==> config.mk <==
export PLATFORM = sky130hd
export DESIGN_NAME = phy_basic_control
export DESIGN_NICKNAME = d
export VERILOG_FILES = /design/src/rtl/phy_basic_control.v
export VERILOG_INCLUDE_DIRS = /design/src /design/src/rtl
export SDC_FILE = /design/constraint.sdc
export NUM_CORES = 1
export LEC_CHECK = 0
export ABC_AREA = 1
export BUFFER_PORTS_ARGS = -buffer_cell sky130_fd_sc_hd__buf_2
export CAP_MARGIN = 40
export CORE_MARGIN = 5
export CORE_UTILIZATION = 35
export DETAILED_ROUTE_END_ITERATION = 10
export PLACE_DENSITY = 0.55
export SLEW_MARGIN = 20
export SYNTH_ARGS = -nofsm -noshare
export SYNTH_HDL_FRONTEND = slang
export SYNTH_SLANG_ARGS = --single-unit
==> constraint.sdc <==
create_clock -name sys_clk -period 3.25 [get_ports sys_clk]
set_input_delay 0.8125 -clock sys_clk [delete_from_list [all_inputs] [get_ports sys_clk]]
set_output_delay 0.8125 -clock sys_clk [all_outputs]
set_load 0.01 [all_outputs]
==> src/rtl/phy_ctl_defines.vh <==
// Constants for the management control register block.
// Assumes inclusion by bare name from the rtl folder.
`ifndef PHY_CTL_DEFINES_VH
`define PHY_CTL_DEFINES_VH

// ----------------------------------------------------------------
// Register map and fields
// ----------------------------------------------------------------
`define REG_BASIC_CONTROL 5'h00
`define BIT_SOFT_RESET 15
`define BIT_LOOPBACK 14
`define BIT_SPEED 13
`define BIT_AN_ENABLE 12
`define BIT_POWER_DOWN 11
`define BIT_ISOLATE 10
`define BIT_AN_RESTART 9
`define BIT_DUPLEX 8
`define BIT_COL_TEST 7
`define CTL_DEFAULT 16'h3000

// ----------------------------------------------------------------
// Management frame
// ----------------------------------------------------------------
`define MG_PREAMBLE_BITS 6'h20
`define MG_HDR_LAST 4'hC
`define MG_DATA_LAST 4'hF
`define MG_OP_READ 2'h2
`define MG_OP_WRITE 2'h1

// ----------------------------------------------------------------
// Timing
// ----------------------------------------------------------------
`define CLK_PERIOD_PS 5000
`define DEAD_TIME_PS 560000
`define DEAD_CYCLES (`DEAD_TIME_PS / `CLK_PERIOD_PS)
`define SOFT_RESET_CYCLES 64

`endif

==> src/rtl/phy_basic_control.v <==
// Management control register of a 10/100 PHY with its serial slave.
// Assumes mdc, mdio and MII transmit pins are asynchronous to sys_clk,
// which must run well above four times the management clock.
`include "phy_ctl_defines.vh"
`timescale 1ns/10ps
`default_nettype none

module phy_basic_control #(
    parameter RESET_CYCLES = `SOFT_RESET_CYCLES,
    parameter DEAD_CYCLES = `DEAD_CYCLES,
    parameter SUPPORT_HALF = 1,
    parameter SUPPORT_FULL = 1
) (
    // Clock and reset
    input wire sys_clk,
    input wire sys_rst,
    // Management pins
    input wire mdc,
    input wire mdio_in,
    output reg mdio_out,
    output reg mdio_oe_n,
    input wire [4:0] phy_addr,
    // Configuration pins
    input wire lb_cfg_en,
    input wire lb_cfg_val,
    input wire spd_cfg_en,
    input wire spd_cfg_val,
    // Negotiation engine
    input wire an_speed_100,
    input wire an_full_duplex,
    output reg an_enable,
    output reg an_restart,
    // PHY mode outputs
    output reg speed_100,
    output reg full_duplex,
    output reg loopback_en,
    output reg power_down,
    output reg isolate,
    output reg mii_oe_n,
    // MII data
    input wire [3:0] txd,
    input wire tx_en,
    input wire [3:0] line_rxd,
    input wire line_rx_dv,
    output reg [3:0] rxd,
    output reg rx_dv,
    output reg col
);

    localparam S_IDLE = 3'h0;
    localparam S_HDR = 3'h1;
    localparam S_TA = 3'h2;
    localparam S_RDATA = 3'h3;
    localparam S_WDATA = 3'h4;

    // Sized copies of the constants, cut on purpose to the counter widths where they are loaded
    localparam [15:0] CTL_DEF = `CTL_DEFAULT;
    localparam [31:0] RST_LOAD_W = RESET_CYCLES - 1;
    localparam [31:0] DEAD_LOAD_W = DEAD_CYCLES;

    // Pin override: configuration pin wins when enabled
    function pin_pick;
        input en;
        input val;
        input bitv;
        begin
            pin_pick = en ? val : bitv;
        end
    endfunction

    // ----------------------------------------------------------------
    // Synchronisers
    // ----------------------------------------------------------------
    reg [2:0] mdc_sync_q;
    reg [1:0] mdio_sync_q;
    reg [1:0] lbe_sync_q, lbv_sync_q, spe_sync_q, spv_sync_q;
    reg [3:0] txd_s1_q, txd_s2_q;
    reg [1:0] txen_sync_q;
    wire mdc_rise;
    wire mdio_bit;
    wire lb_eff;
    wire spd_eff;

    // Two flops per asynchronous input, third mdc flop for edge finding
    always @(posedge sys_clk or posedge sys_rst) begin
        if (sys_rst) begin
            mdc_sync_q <= 3'h7; // Idle level of mdc, no false rise after reset
            mdio_sync_q <= 2'h3;
            lbe_sync_q <= 2'h0;
            lbv_sync_q <= 2'h0;
            spe_sync_q <= 2'h0;
            spv_sync_q <= 2'h0;
            txd_s1_q <= 4'h0;
            txd_s2_q <= 4'h0;
            txen_sync_q <= 2'h0;
        end else begin
            mdc_sync_q <= {mdc_sync_q[1:0], mdc};
            mdio_sync_q <= {mdio_sync_q[0], mdio_in};
            lbe_sync_q <= {lbe_sync_q[0], lb_cfg_en};
            lbv_sync_q <= {lbv_sync_q[0], lb_cfg_val};
            spe_sync_q <= {spe_sync_q[0], spd_cfg_en};
            spv_sync_q <= {spv_sync_q[0], spd_cfg_val};
            txd_s1_q <= txd;
            txd_s2_q <= txd_s1_q;
            txen_sync_q <= {txen_sync_q[0], tx_en};
        end
    end

    // Sample on the rising management clock edge
    assign mdc_rise = mdc_sync_q[1] & ~mdc_sync_q[2];
    assign mdio_bit = mdio_sync_q[1];

    // ----------------------------------------------------------------
    // Control register state
    // ----------------------------------------------------------------
    reg rst_busy_q, rst_busy_d;
    reg [7:0] rst_cnt_q, rst_cnt_d;
    reg lb_q, lb_d;
    reg spd_q, spd_d;
    reg ane_q, ane_d;
    reg pd_q, pd_d;
    reg iso_q, iso_d;
    reg dup_q, dup_d;
    reg colt_q, colt_d;
    reg restart_q, restart_d;
    wire [15:0] rd_word;
    wire dup_fixed;

    // Single-mode parts pin the duplex bit to the supported mode
    assign dup_fixed = (SUPPORT_FULL == 0) ? 1'b0 :
                       (SUPPORT_HALF == 0) ? 1'b1 : dup_q;
    assign lb_eff = pin_pick(lbe_sync_q[1], lbv_sync_q[1], lb_q);
    assign spd_eff = pin_pick(spe_sync_q[1], spv_sync_q[1], spd_q);

    // Read image; restart always reads zero, reserved bits zero
    assign rd_word = {rst_busy_q, lb_eff, spd_eff, ane_q, pd_q, iso_q,
                      1'b0, dup_fixed, colt_q, 7'h00};

    // ----------------------------------------------------------------
    // Management frame engine
    // ----------------------------------------------------------------
    reg [2:0] st_q, st_d;
    reg [5:0] pre_q, pre_d;
    reg [3:0] cnt_q, cnt_d;
    reg [15:0] sh_q, sh_d;
    reg rd_q, rd_d;
    reg hit_reg_q, hit_reg_d;
    reg mdo_d, mdoe_n_d;
    reg wr_go;
    reg [15:0] wr_val;
    reg [12:0] hdr;

    // Frame sequencing on rising mdc edges
    always @* begin
        st_d = st_q;
        pre_d = pre_q;
        cnt_d = cnt_q;
        sh_d = sh_q;
        rd_d = rd_q;
        hit_reg_d = hit_reg_q;
        mdo_d = mdio_out;
        mdoe_n_d = mdio_oe_n;
        wr_go = 1'b0;
        wr_val = {sh_q[14:0], mdio_bit};
        hdr = {sh_q[11:0], mdio_bit};
        if (mdc_rise) begin
            case (st_q)
                S_IDLE: begin
                    // Count preamble ones, a zero after 32 opens the frame
                    if (mdio_bit) begin
                        if (pre_q != `MG_PREAMBLE_BITS)
                            pre_d = pre_q + 6'h01;
                    end else begin
                        pre_d = 6'h00;
                        if (pre_q == `MG_PREAMBLE_BITS) begin
                            st_d = S_HDR;
                            cnt_d = 4'h0;
                        end
                    end
                end
                S_HDR: begin
                    sh_d = {sh_q[14:0], mdio_bit};
                    cnt_d = cnt_q + 4'h1;
                    if (cnt_q == `MG_HDR_LAST) begin
                        cnt_d = 4'h0;
                        rd_d = (hdr[11:10] == `MG_OP_READ);
                        hit_reg_d = (hdr[4:0] == `REG_BASIC_CONTROL);
                        // Start second bit, opcode and our address must match
                        if (hdr[12] && hdr[9:5] == phy_addr &&
                            (hdr[11:10] == `MG_OP_READ ||
                             hdr[11:10] == `MG_OP_WRITE))
                            st_d = S_TA;
                        else
                            st_d = S_IDLE;
                    end
                end
                S_TA: begin
                    cnt_d = cnt_q + 4'h1;
                    if (cnt_q == 4'h0) begin
                        // First turnaround bit left alone, drive zero next
                        if (rd_q && hit_reg_q) begin
                            mdoe_n_d = 1'b0;
                            mdo_d = 1'b0;
                        end
                    end else begin
                        cnt_d = 4'h0;
                        st_d = rd_q ? S_RDATA : S_WDATA;
                        sh_d = {rd_word[14:0], 1'b0};
                        if (rd_q && hit_reg_q)
                            mdo_d = rd_word[15];
                    end
                end
                S_RDATA: begin
                    cnt_d = cnt_q + 4'h1;
                    mdo_d = sh_q[15];
                    sh_d = {sh_q[14:0], 1'b0};
                    if (cnt_q == `MG_DATA_LAST) begin
                        mdoe_n_d = 1'b1;
                        mdo_d = 1'b1;
                        st_d = S_IDLE;
                    end
                end
                S_WDATA: begin
                    cnt_d = cnt_q + 4'h1;
                    sh_d = wr_val;
                    if (cnt_q == `MG_DATA_LAST) begin
                        wr_go = hit_reg_q;
                        st_d = S_IDLE;
                    end
                end
                default: begin
                    st_d = S_IDLE;
                end
            endcase
        end
    end

    // Register updates, soft reset sequencing and self-clearing bits
    always @* begin
        rst_busy_d = rst_busy_q;
        rst_cnt_d = rst_cnt_q;
        lb_d = lb_q;
        spd_d = spd_q;
        ane_d = ane_q;
        pd_d = pd_q;
        iso_d = iso_q;
        dup_d = dup_q;
        colt_d = colt_q;
        restart_d = 1'b0;
        if (rst_busy_q) begin
            if (rst_cnt_q == 8'h00) begin
                // Defaults restored as the busy bit drops
                rst_busy_d = 1'b0;
                lb_d = CTL_DEF[`BIT_LOOPBACK];
                spd_d = CTL_DEF[`BIT_SPEED];
                ane_d = CTL_DEF[`BIT_AN_ENABLE];
                pd_d = CTL_DEF[`BIT_POWER_DOWN];
                iso_d = CTL_DEF[`BIT_ISOLATE];
                dup_d = CTL_DEF[`BIT_DUPLEX];
                colt_d = CTL_DEF[`BIT_COL_TEST];
            end else begin
                rst_cnt_d = rst_cnt_q - 8'h01;
            end
        end else if (wr_go) begin
            // Writes are refused while the reset runs
            if (wr_val[`BIT_SOFT_RESET]) begin
                rst_busy_d = 1'b1;
                rst_cnt_d = RST_LOAD_W[7:0];
            end else begin
                lb_d = wr_val[`BIT_LOOPBACK];
                spd_d = wr_val[`BIT_SPEED];
                ane_d = wr_val[`BIT_AN_ENABLE];
                pd_d = wr_val[`BIT_POWER_DOWN];
                iso_d = wr_val[`BIT_ISOLATE];
                dup_d = wr_val[`BIT_DUPLEX];
                colt_d = wr_val[`BIT_COL_TEST];
                restart_d = wr_val[`BIT_AN_RESTART];
            end
        end
    end

    // ----------------------------------------------------------------
    // State flops
    // ----------------------------------------------------------------
    always @(posedge sys_clk or posedge sys_rst) begin
        if (sys_rst) begin
            st_q <= S_IDLE;
            pre_q <= 6'h00;
            cnt_q <= 4'h0;
            sh_q <= 16'h0000;
            rd_q <= 1'b0;
            hit_reg_q <= 1'b0;
            mdio_out <= 1'b1;
            mdio_oe_n <= 1'b1;
            rst_busy_q <= 1'b0;
            rst_cnt_q <= 8'h00;
            lb_q <= 1'b0;
            spd_q <= 1'b1;
            ane_q <= 1'b1;
            pd_q <= 1'b0;
            iso_q <= 1'b0;
            dup_q <= 1'b0;
            colt_q <= 1'b0;
            restart_q <= 1'b0;
        end else begin
            st_q <= st_d;
            pre_q <= pre_d;
            cnt_q <= cnt_d;
            sh_q <= sh_d;
            rd_q <= rd_d;
            hit_reg_q <= hit_reg_d;
            mdio_out <= mdo_d;
            mdio_oe_n <= mdoe_n_d;
            rst_busy_q <= rst_busy_d;
            rst_cnt_q <= rst_cnt_d;
            lb_q <= lb_d;
            spd_q <= spd_d;
            ane_q <= ane_d;
            pd_q <= pd_d;
            iso_q <= iso_d;
            dup_q <= dup_d;
            colt_q <= colt_d;
            restart_q <= restart_d;
        end
    end

    // ----------------------------------------------------------------
    // Mode outputs and loopback datapath
    // ----------------------------------------------------------------
    reg lb_prev_q;
    reg [7:0] dead_q;
    wire tx_en_eff;

    assign tx_en_eff = txen_sync_q[1] & ~iso_q;

    // Output flops: forced settings apply only without negotiation
    always @(posedge sys_clk or posedge sys_rst) begin
        if (sys_rst) begin
            an_enable <= 1'b1;
            an_restart <= 1'b0;
            speed_100 <= 1'b1;
            full_duplex <= 1'b0;
            loopback_en <= 1'b0;
            power_down <= 1'b0;
            isolate <= 1'b0;
            mii_oe_n <= 1'b0;
            lb_prev_q <= 1'b0;
            dead_q <= 8'h00;
            rxd <= 4'h0;
            rx_dv <= 1'b0;
            col <= 1'b0;
        end else begin
            an_enable <= ane_q;
            an_restart <= restart_q;
            speed_100 <= ane_q ? an_speed_100 : spd_eff;
            full_duplex <= lb_eff ? 1'b0 :
                           (ane_q ? an_full_duplex : dup_fixed);
            loopback_en <= lb_eff;
            power_down <= pd_q;
            isolate <= iso_q;
            mii_oe_n <= iso_q;
            lb_prev_q <= lb_eff;
            // Receive blanking after entering loopback
            if (lb_eff && !lb_prev_q)
                dead_q <= DEAD_LOAD_W[7:0];
            else if (dead_q != 8'h00)
                dead_q <= dead_q - 8'h01;
            // Loopback takes the transmit nibble, line input is cut off
            if (lb_eff) begin
                rxd <= txd_s2_q;
                rx_dv <= tx_en_eff && (dead_q == 8'h00);
            end else begin
                rxd <= line_rxd;
                rx_dv <= line_rx_dv;
            end
            col <= colt_q & tx_en_eff;
        end
    end

endmodule

`default_nettype wire

# Word level (Yosys, flattened, before mapping)
# Cells that the tools add are included.
[word_totals]
input_bits = 25
reg_bits = 94
word_cells = 171
output_inout_bits = 16
[classes]
bitwise = 5
add_sub_neg = 4
eq_ne = 23
mux = 71
reduce_logical = 30
[ops]
columns = ["op", "count"]
rows = [
  ["8-bit two-way mux", 6],
  ["16-bit case mux with 3 select lines", 1],
  ["1-bit two-way mux", 45],
  ["4-bit two-way mux", 5],
  ["3-bit two-way mux", 6],
  ["2-bit inequality test (second input constant)", 9],
  ["3-bit AND reduction", 6],
  ["8-bit logical NOT", 2],
  ["16-bit two-way mux", 1],
  ["4-bit case mux with 4 select lines", 1],
  ["8-bit by 1-bit subtractor with 8-bit output (second input constant)", 2],
  ["6-bit two-way mux", 2],
  ["3-bit case mux with 4 select lines", 1],
  ["4-bit == test (second input constant)", 2],
  ["2-bit nonzero test", 4],
  ["8-bit nonzero test", 1],
  ["6-bit by 1-bit adder with 6-bit output (second input constant)", 1],
  ["3-bit by 2-bit == test with 1-bit output (second input constant)", 2],
  ["6-bit == test (second input constant)", 1],
  ["2-bit by 1-bit inequality test with 1-bit output (second input constant)", 3],
  ["6-bit inequality test (second input constant)", 1],
  ["6-bit AND reduction", 1],
  ["5-bit == test", 1],
  ["1-bit logical AND", 5],
  ["other kinds (19)", 24],
]

# Depth between registers and ports, before layout
[depth]
ltp_word = 6
depth_mapped = 10
depth_no_buf = 10

# Worst setup path after synthesis
# No wires, ideal clock.
[synth_path]
path_type = "register to register"
from = "register cnt_q[0]"
to = "register sh_q[11]"
setup_ns = 0.119
arrival_ns = 1.297
slack_ns = 1.835
path_stages_with_launch = 10
period_less_slack_ns = 1.415
required_ns = 3.131
n_path_buf = 1
cell_sequence = "dfrtp_1 > inv_1 > ha_1 > nand3_1 > nor2_2 > nor2_4 > nand2_4 > buf_6 > nand2_1 > o21a_1"
[synth_between]
elab_chain_len = 3
[synth_rtl]
columns = ["item", "line_no", "rtl"]
rows = [
  ["start: declaration", "phy_basic_control.v:144", "reg [3:0] cnt_q, cnt_d;"],
  ["start signal: assignment", "phy_basic_control.v:308", "cnt_q <= cnt_d;"],
  ["4-bit logical NOT", "phy_basic_control.v:199", "if (cnt_q == 4'h0) begin"],
  ["2-bit inequality test (no line)", "-", ""],
  ["3-bit AND reduction (no line)", "-", ""],
  ["end signal: assignment", "phy_basic_control.v:290", "sh_q <= 16'h0000;"],
  ["end signal: assignment", "phy_basic_control.v:309", "sh_q <= sh_d;"],
  ["end: declaration", "phy_basic_control.v:145", "reg [15:0] sh_q, sh_d;"],
]
# Every way passes these cells.
# A chain may end at the register's enable or synchronous reset.

# Worst setup path in the final report
[layout_path]
from = "register mdio_out"
to = "output port mdio_out"
[layout_lines]
columns = ["item", "line_no", "rtl"]
rows = [
  ["start: declaration", "phy_basic_control.v:20", "output reg mdio_out,"],
  ["start signal: assignment", "phy_basic_control.v:312", "mdio_out <= mdo_d;"],
]
# No word-level cell between the ends.

==> flow_summary.toml <==
[die]
num_io_pins = 41
fp.coreArea_sq_mm = 0.0125
floorplan.die_area_sq_mm = 0.0150
start_util = 0.353
num_rows = 41
die_width_um = 122
chipHeight_um = 122

[logic_synthesis]
synth_top_area_frac = 0.469
synth_fp_nets = 575
synth.avg_cell_area_sq_um = 8.18
netlist_area_sq_mm = 0.00442
netlist-cell-type-count = 31
synth_edf_count = 0
yosys.area.top_type = "dfrtp_1"
synth-async-reset-ratio = 1.00
ys.warnings.count = 0
postSynthCellCount = 541
ys_seq_area_frac = 0.535
synth.top_cells.by_area = "dfrtp_1 47%, nand2_1 15%, dfstp_2 6.5%"
synth-main-ff-cell = "dfrtp_1"
ys_ff_latch = 94

[clock_tree]
cts-hold-fix-buffers = 0
post_cts_resize_count = 0
cts_made_buffers = 9
buffer_cell_driving_the_clock_tree_root = "clkbuf_16"
cts.reportedPaths.clkPinSlew_ns = 0.06
cts-htree-levels = 3
tritoncts = "done"
clock_tree.buffer_depth = 2
cts_post_setup_buffers_inserted = 0
clk_latency_ns = 0.34
cts_num_sinks = 94

[critical_path]
type_of_element_capturing_the_critical_path = "primary output"
cpMaxStageDelayCell = "dfstp_2"
crit_required_ns = 2.44
arrival_ns = 0.99
critPathMaxFanout = 2
path_buf_inv = 1
critical-path-top-delay-family = "flip-flops"
timing.critical_path.from_type = "flip-flop"
critical_path.cell_chain = "buf_2"
critPathKind = "reg2out"
cpPeakStageDelay_ns = 0.53

[timing]
report.final.hold_viol_count = 0
slew_hr = 0.577
setup_viol_count_final = 0
min_period_over_period = 0.554
fin_crit_ns = 1.80
max_freq_mhz = 556
worst_hold_margin_ns = 0.348
maxSlewViolCount = 0
fin_worst_skew_ns = 0.00962
final.setup.tns_ns = 0
worst-slew-pin-transition_ns = 0.635
grt_setup_unrepaired = "no"

[place]
port-buffer-count = 40
finalWeightedCongestion = 0.803
dpl.hpwl_um = 6570

[grt]
grt_most_used_layer = "met2"
grt.met3_usage = 0.0230
grt_usage = 0.128
gr-usage-met2 = 0.198
grt_pass1_wl_um = 15300
met1_usage = 0.179
grt_pass1_vias = 3284
grt-ovfl-total = 0
grt_start_max_net_pins = 52
grt_antenna_before_repair = 0

[route]
initial_drc_count = 266
postRouteAntennaNets = 0
dr_total_vias = 3454
detail_route.drc_violations = 0
drt_pre_antenna_iters = 4
vias_per_cell = 4.54
wl_per_cell_um = 11.7
finalWirelength_um = 8890

[cells_and_area]
n_antenna_cell = 0
syn_to_final_growth_pct = 14.8
nets = 618
drive_above_1_share = 0.146

[outcome]
run_status = "complete, no violations"

[power]
power.ir.vdd_worst_v = 0.000224
leakagePower_nw = 2.66
power_per_cell_area_mw_per_mm2 = 654

[min_path]
worstHoldPathType = "reg2reg"

[flow_run]
cap_viol_max_count = 0
==> synthesized netlist by cell type, drive strengths merged, types with 3 or more instances <==
library cell and instances:
dfrtp 83, nor3 3, or2 3, nand4 8
o21a 3, inv 77, nand3 49, dfstp 11
a21oi 4, nor2 43, xor2 7, nand2 179
o21ai 46, ha 9, buf 8
==> path summary, 6_finish.rpt <==
path,from,end,slack (ns),cells after the start
max reg2reg,mdc_sync_q[1],rst_cnt_q[6],1.49,7
min,lbv_sync_q[0],lbv_sync_q[1],0.35,0
min in group asynchronous,sys_rst,dead_q[6],0.56,2
max in group asynchronous,sys_rst,mdio_out,1.95,3
min reg2reg,lbv_sync_q[0],lbv_sync_q[1],0.35,0
max,mdio_out,mdio_out,1.45,1
==> through the flow <==
step	cells	total power (W)	worst slack, ns	cell area, sq um	utilization
2_1_floorplan	541	0.00216	0.00704	4420	-
3_3_place_gp	745	0.00234	1.57	4790	0.383
3_5_place_dp	745	0.00235	1.50	4790	0.383
4_1_cts	761	0.00336	1.43	5080	0.406
5_1_grt	761	0.00357	1.25	5080	0.406
6_report	761	0.00332	1.45	5080	0.406
==> area by class of cell <==
cell class | instances | area (sq um)
clock buffers | 10 | 239
clock inverters | 6 | 45.0
fillers | 1292 | 7440
inverters | 77 | 292
multi-input cells | 361 | 1700
flip-flops and latches | 94 | 2370
well taps | 172 | 215
repair buffers | 41 | 220
==> cell usage in the layout, fill, tap and decap left out, types with 2 or more instances in the layout <==
cell type	instances
dfrtp_1	83
o21a_1	3
nor2_2	3
and3_1	2
inv_1	71
nand2_4	2
dfstp_2	11
clkinv_2	2
or2_2	3
nand3_1	49
nand2_1	176
nand3b_1	2
nor3_1	3
nand4_1	7
inv_2	5
clkbuf_16	9
o21ai_1	19
a21oi_1	4
o21ai_0	26
nor2_1	39
ha_1	9
clkinvlp_4	2
xor2_1	7
buf_2	40
==> cells by family after synthesis <==
group / count (synthesis) / synth area share
adders and majority gates: 9 / 0.0255
xor gates and xnor gates: 8 / 0.0158
buffers and inverters: 86 / 0.0806
AOI/OAI and AO/OA: 54 / 0.0642
DFF: 94 / 0.535
and+or+nand+nor: 290 / 0.279
==> registers in the layout, indices dropped and copies added, names as in the netlist, 3 cells and up <==
name / flops
sh_q: 16
dead_q: 8
rst_cnt_q: 8
pre_q: 6
cnt_q: 4
rxd: 4
txd_s1_q: 4
txd_s2_q: 4
mdc_sync_q: 3
st_q: 3
==> per-layer routing <==
layer | part of all wire | vias up
met5 | 0 | -
met4 | 0.015 | 0
met3 | 0.039 | 11
met2 | 0.45 | 45
met1 | 0.50 | 1624
li1 | - | 1774
==> power by group <==
part	leakage [nW]	internal, W	switching [W]
Clock	0.136	0.000543	0.000445
Combinational	1.34	0.000293	0.000571
Sequential	1.19	0.00133	0.000138
Total	2.66	0.00217	0.00115
Note: power is estimated with default switching activity, not from simulation.
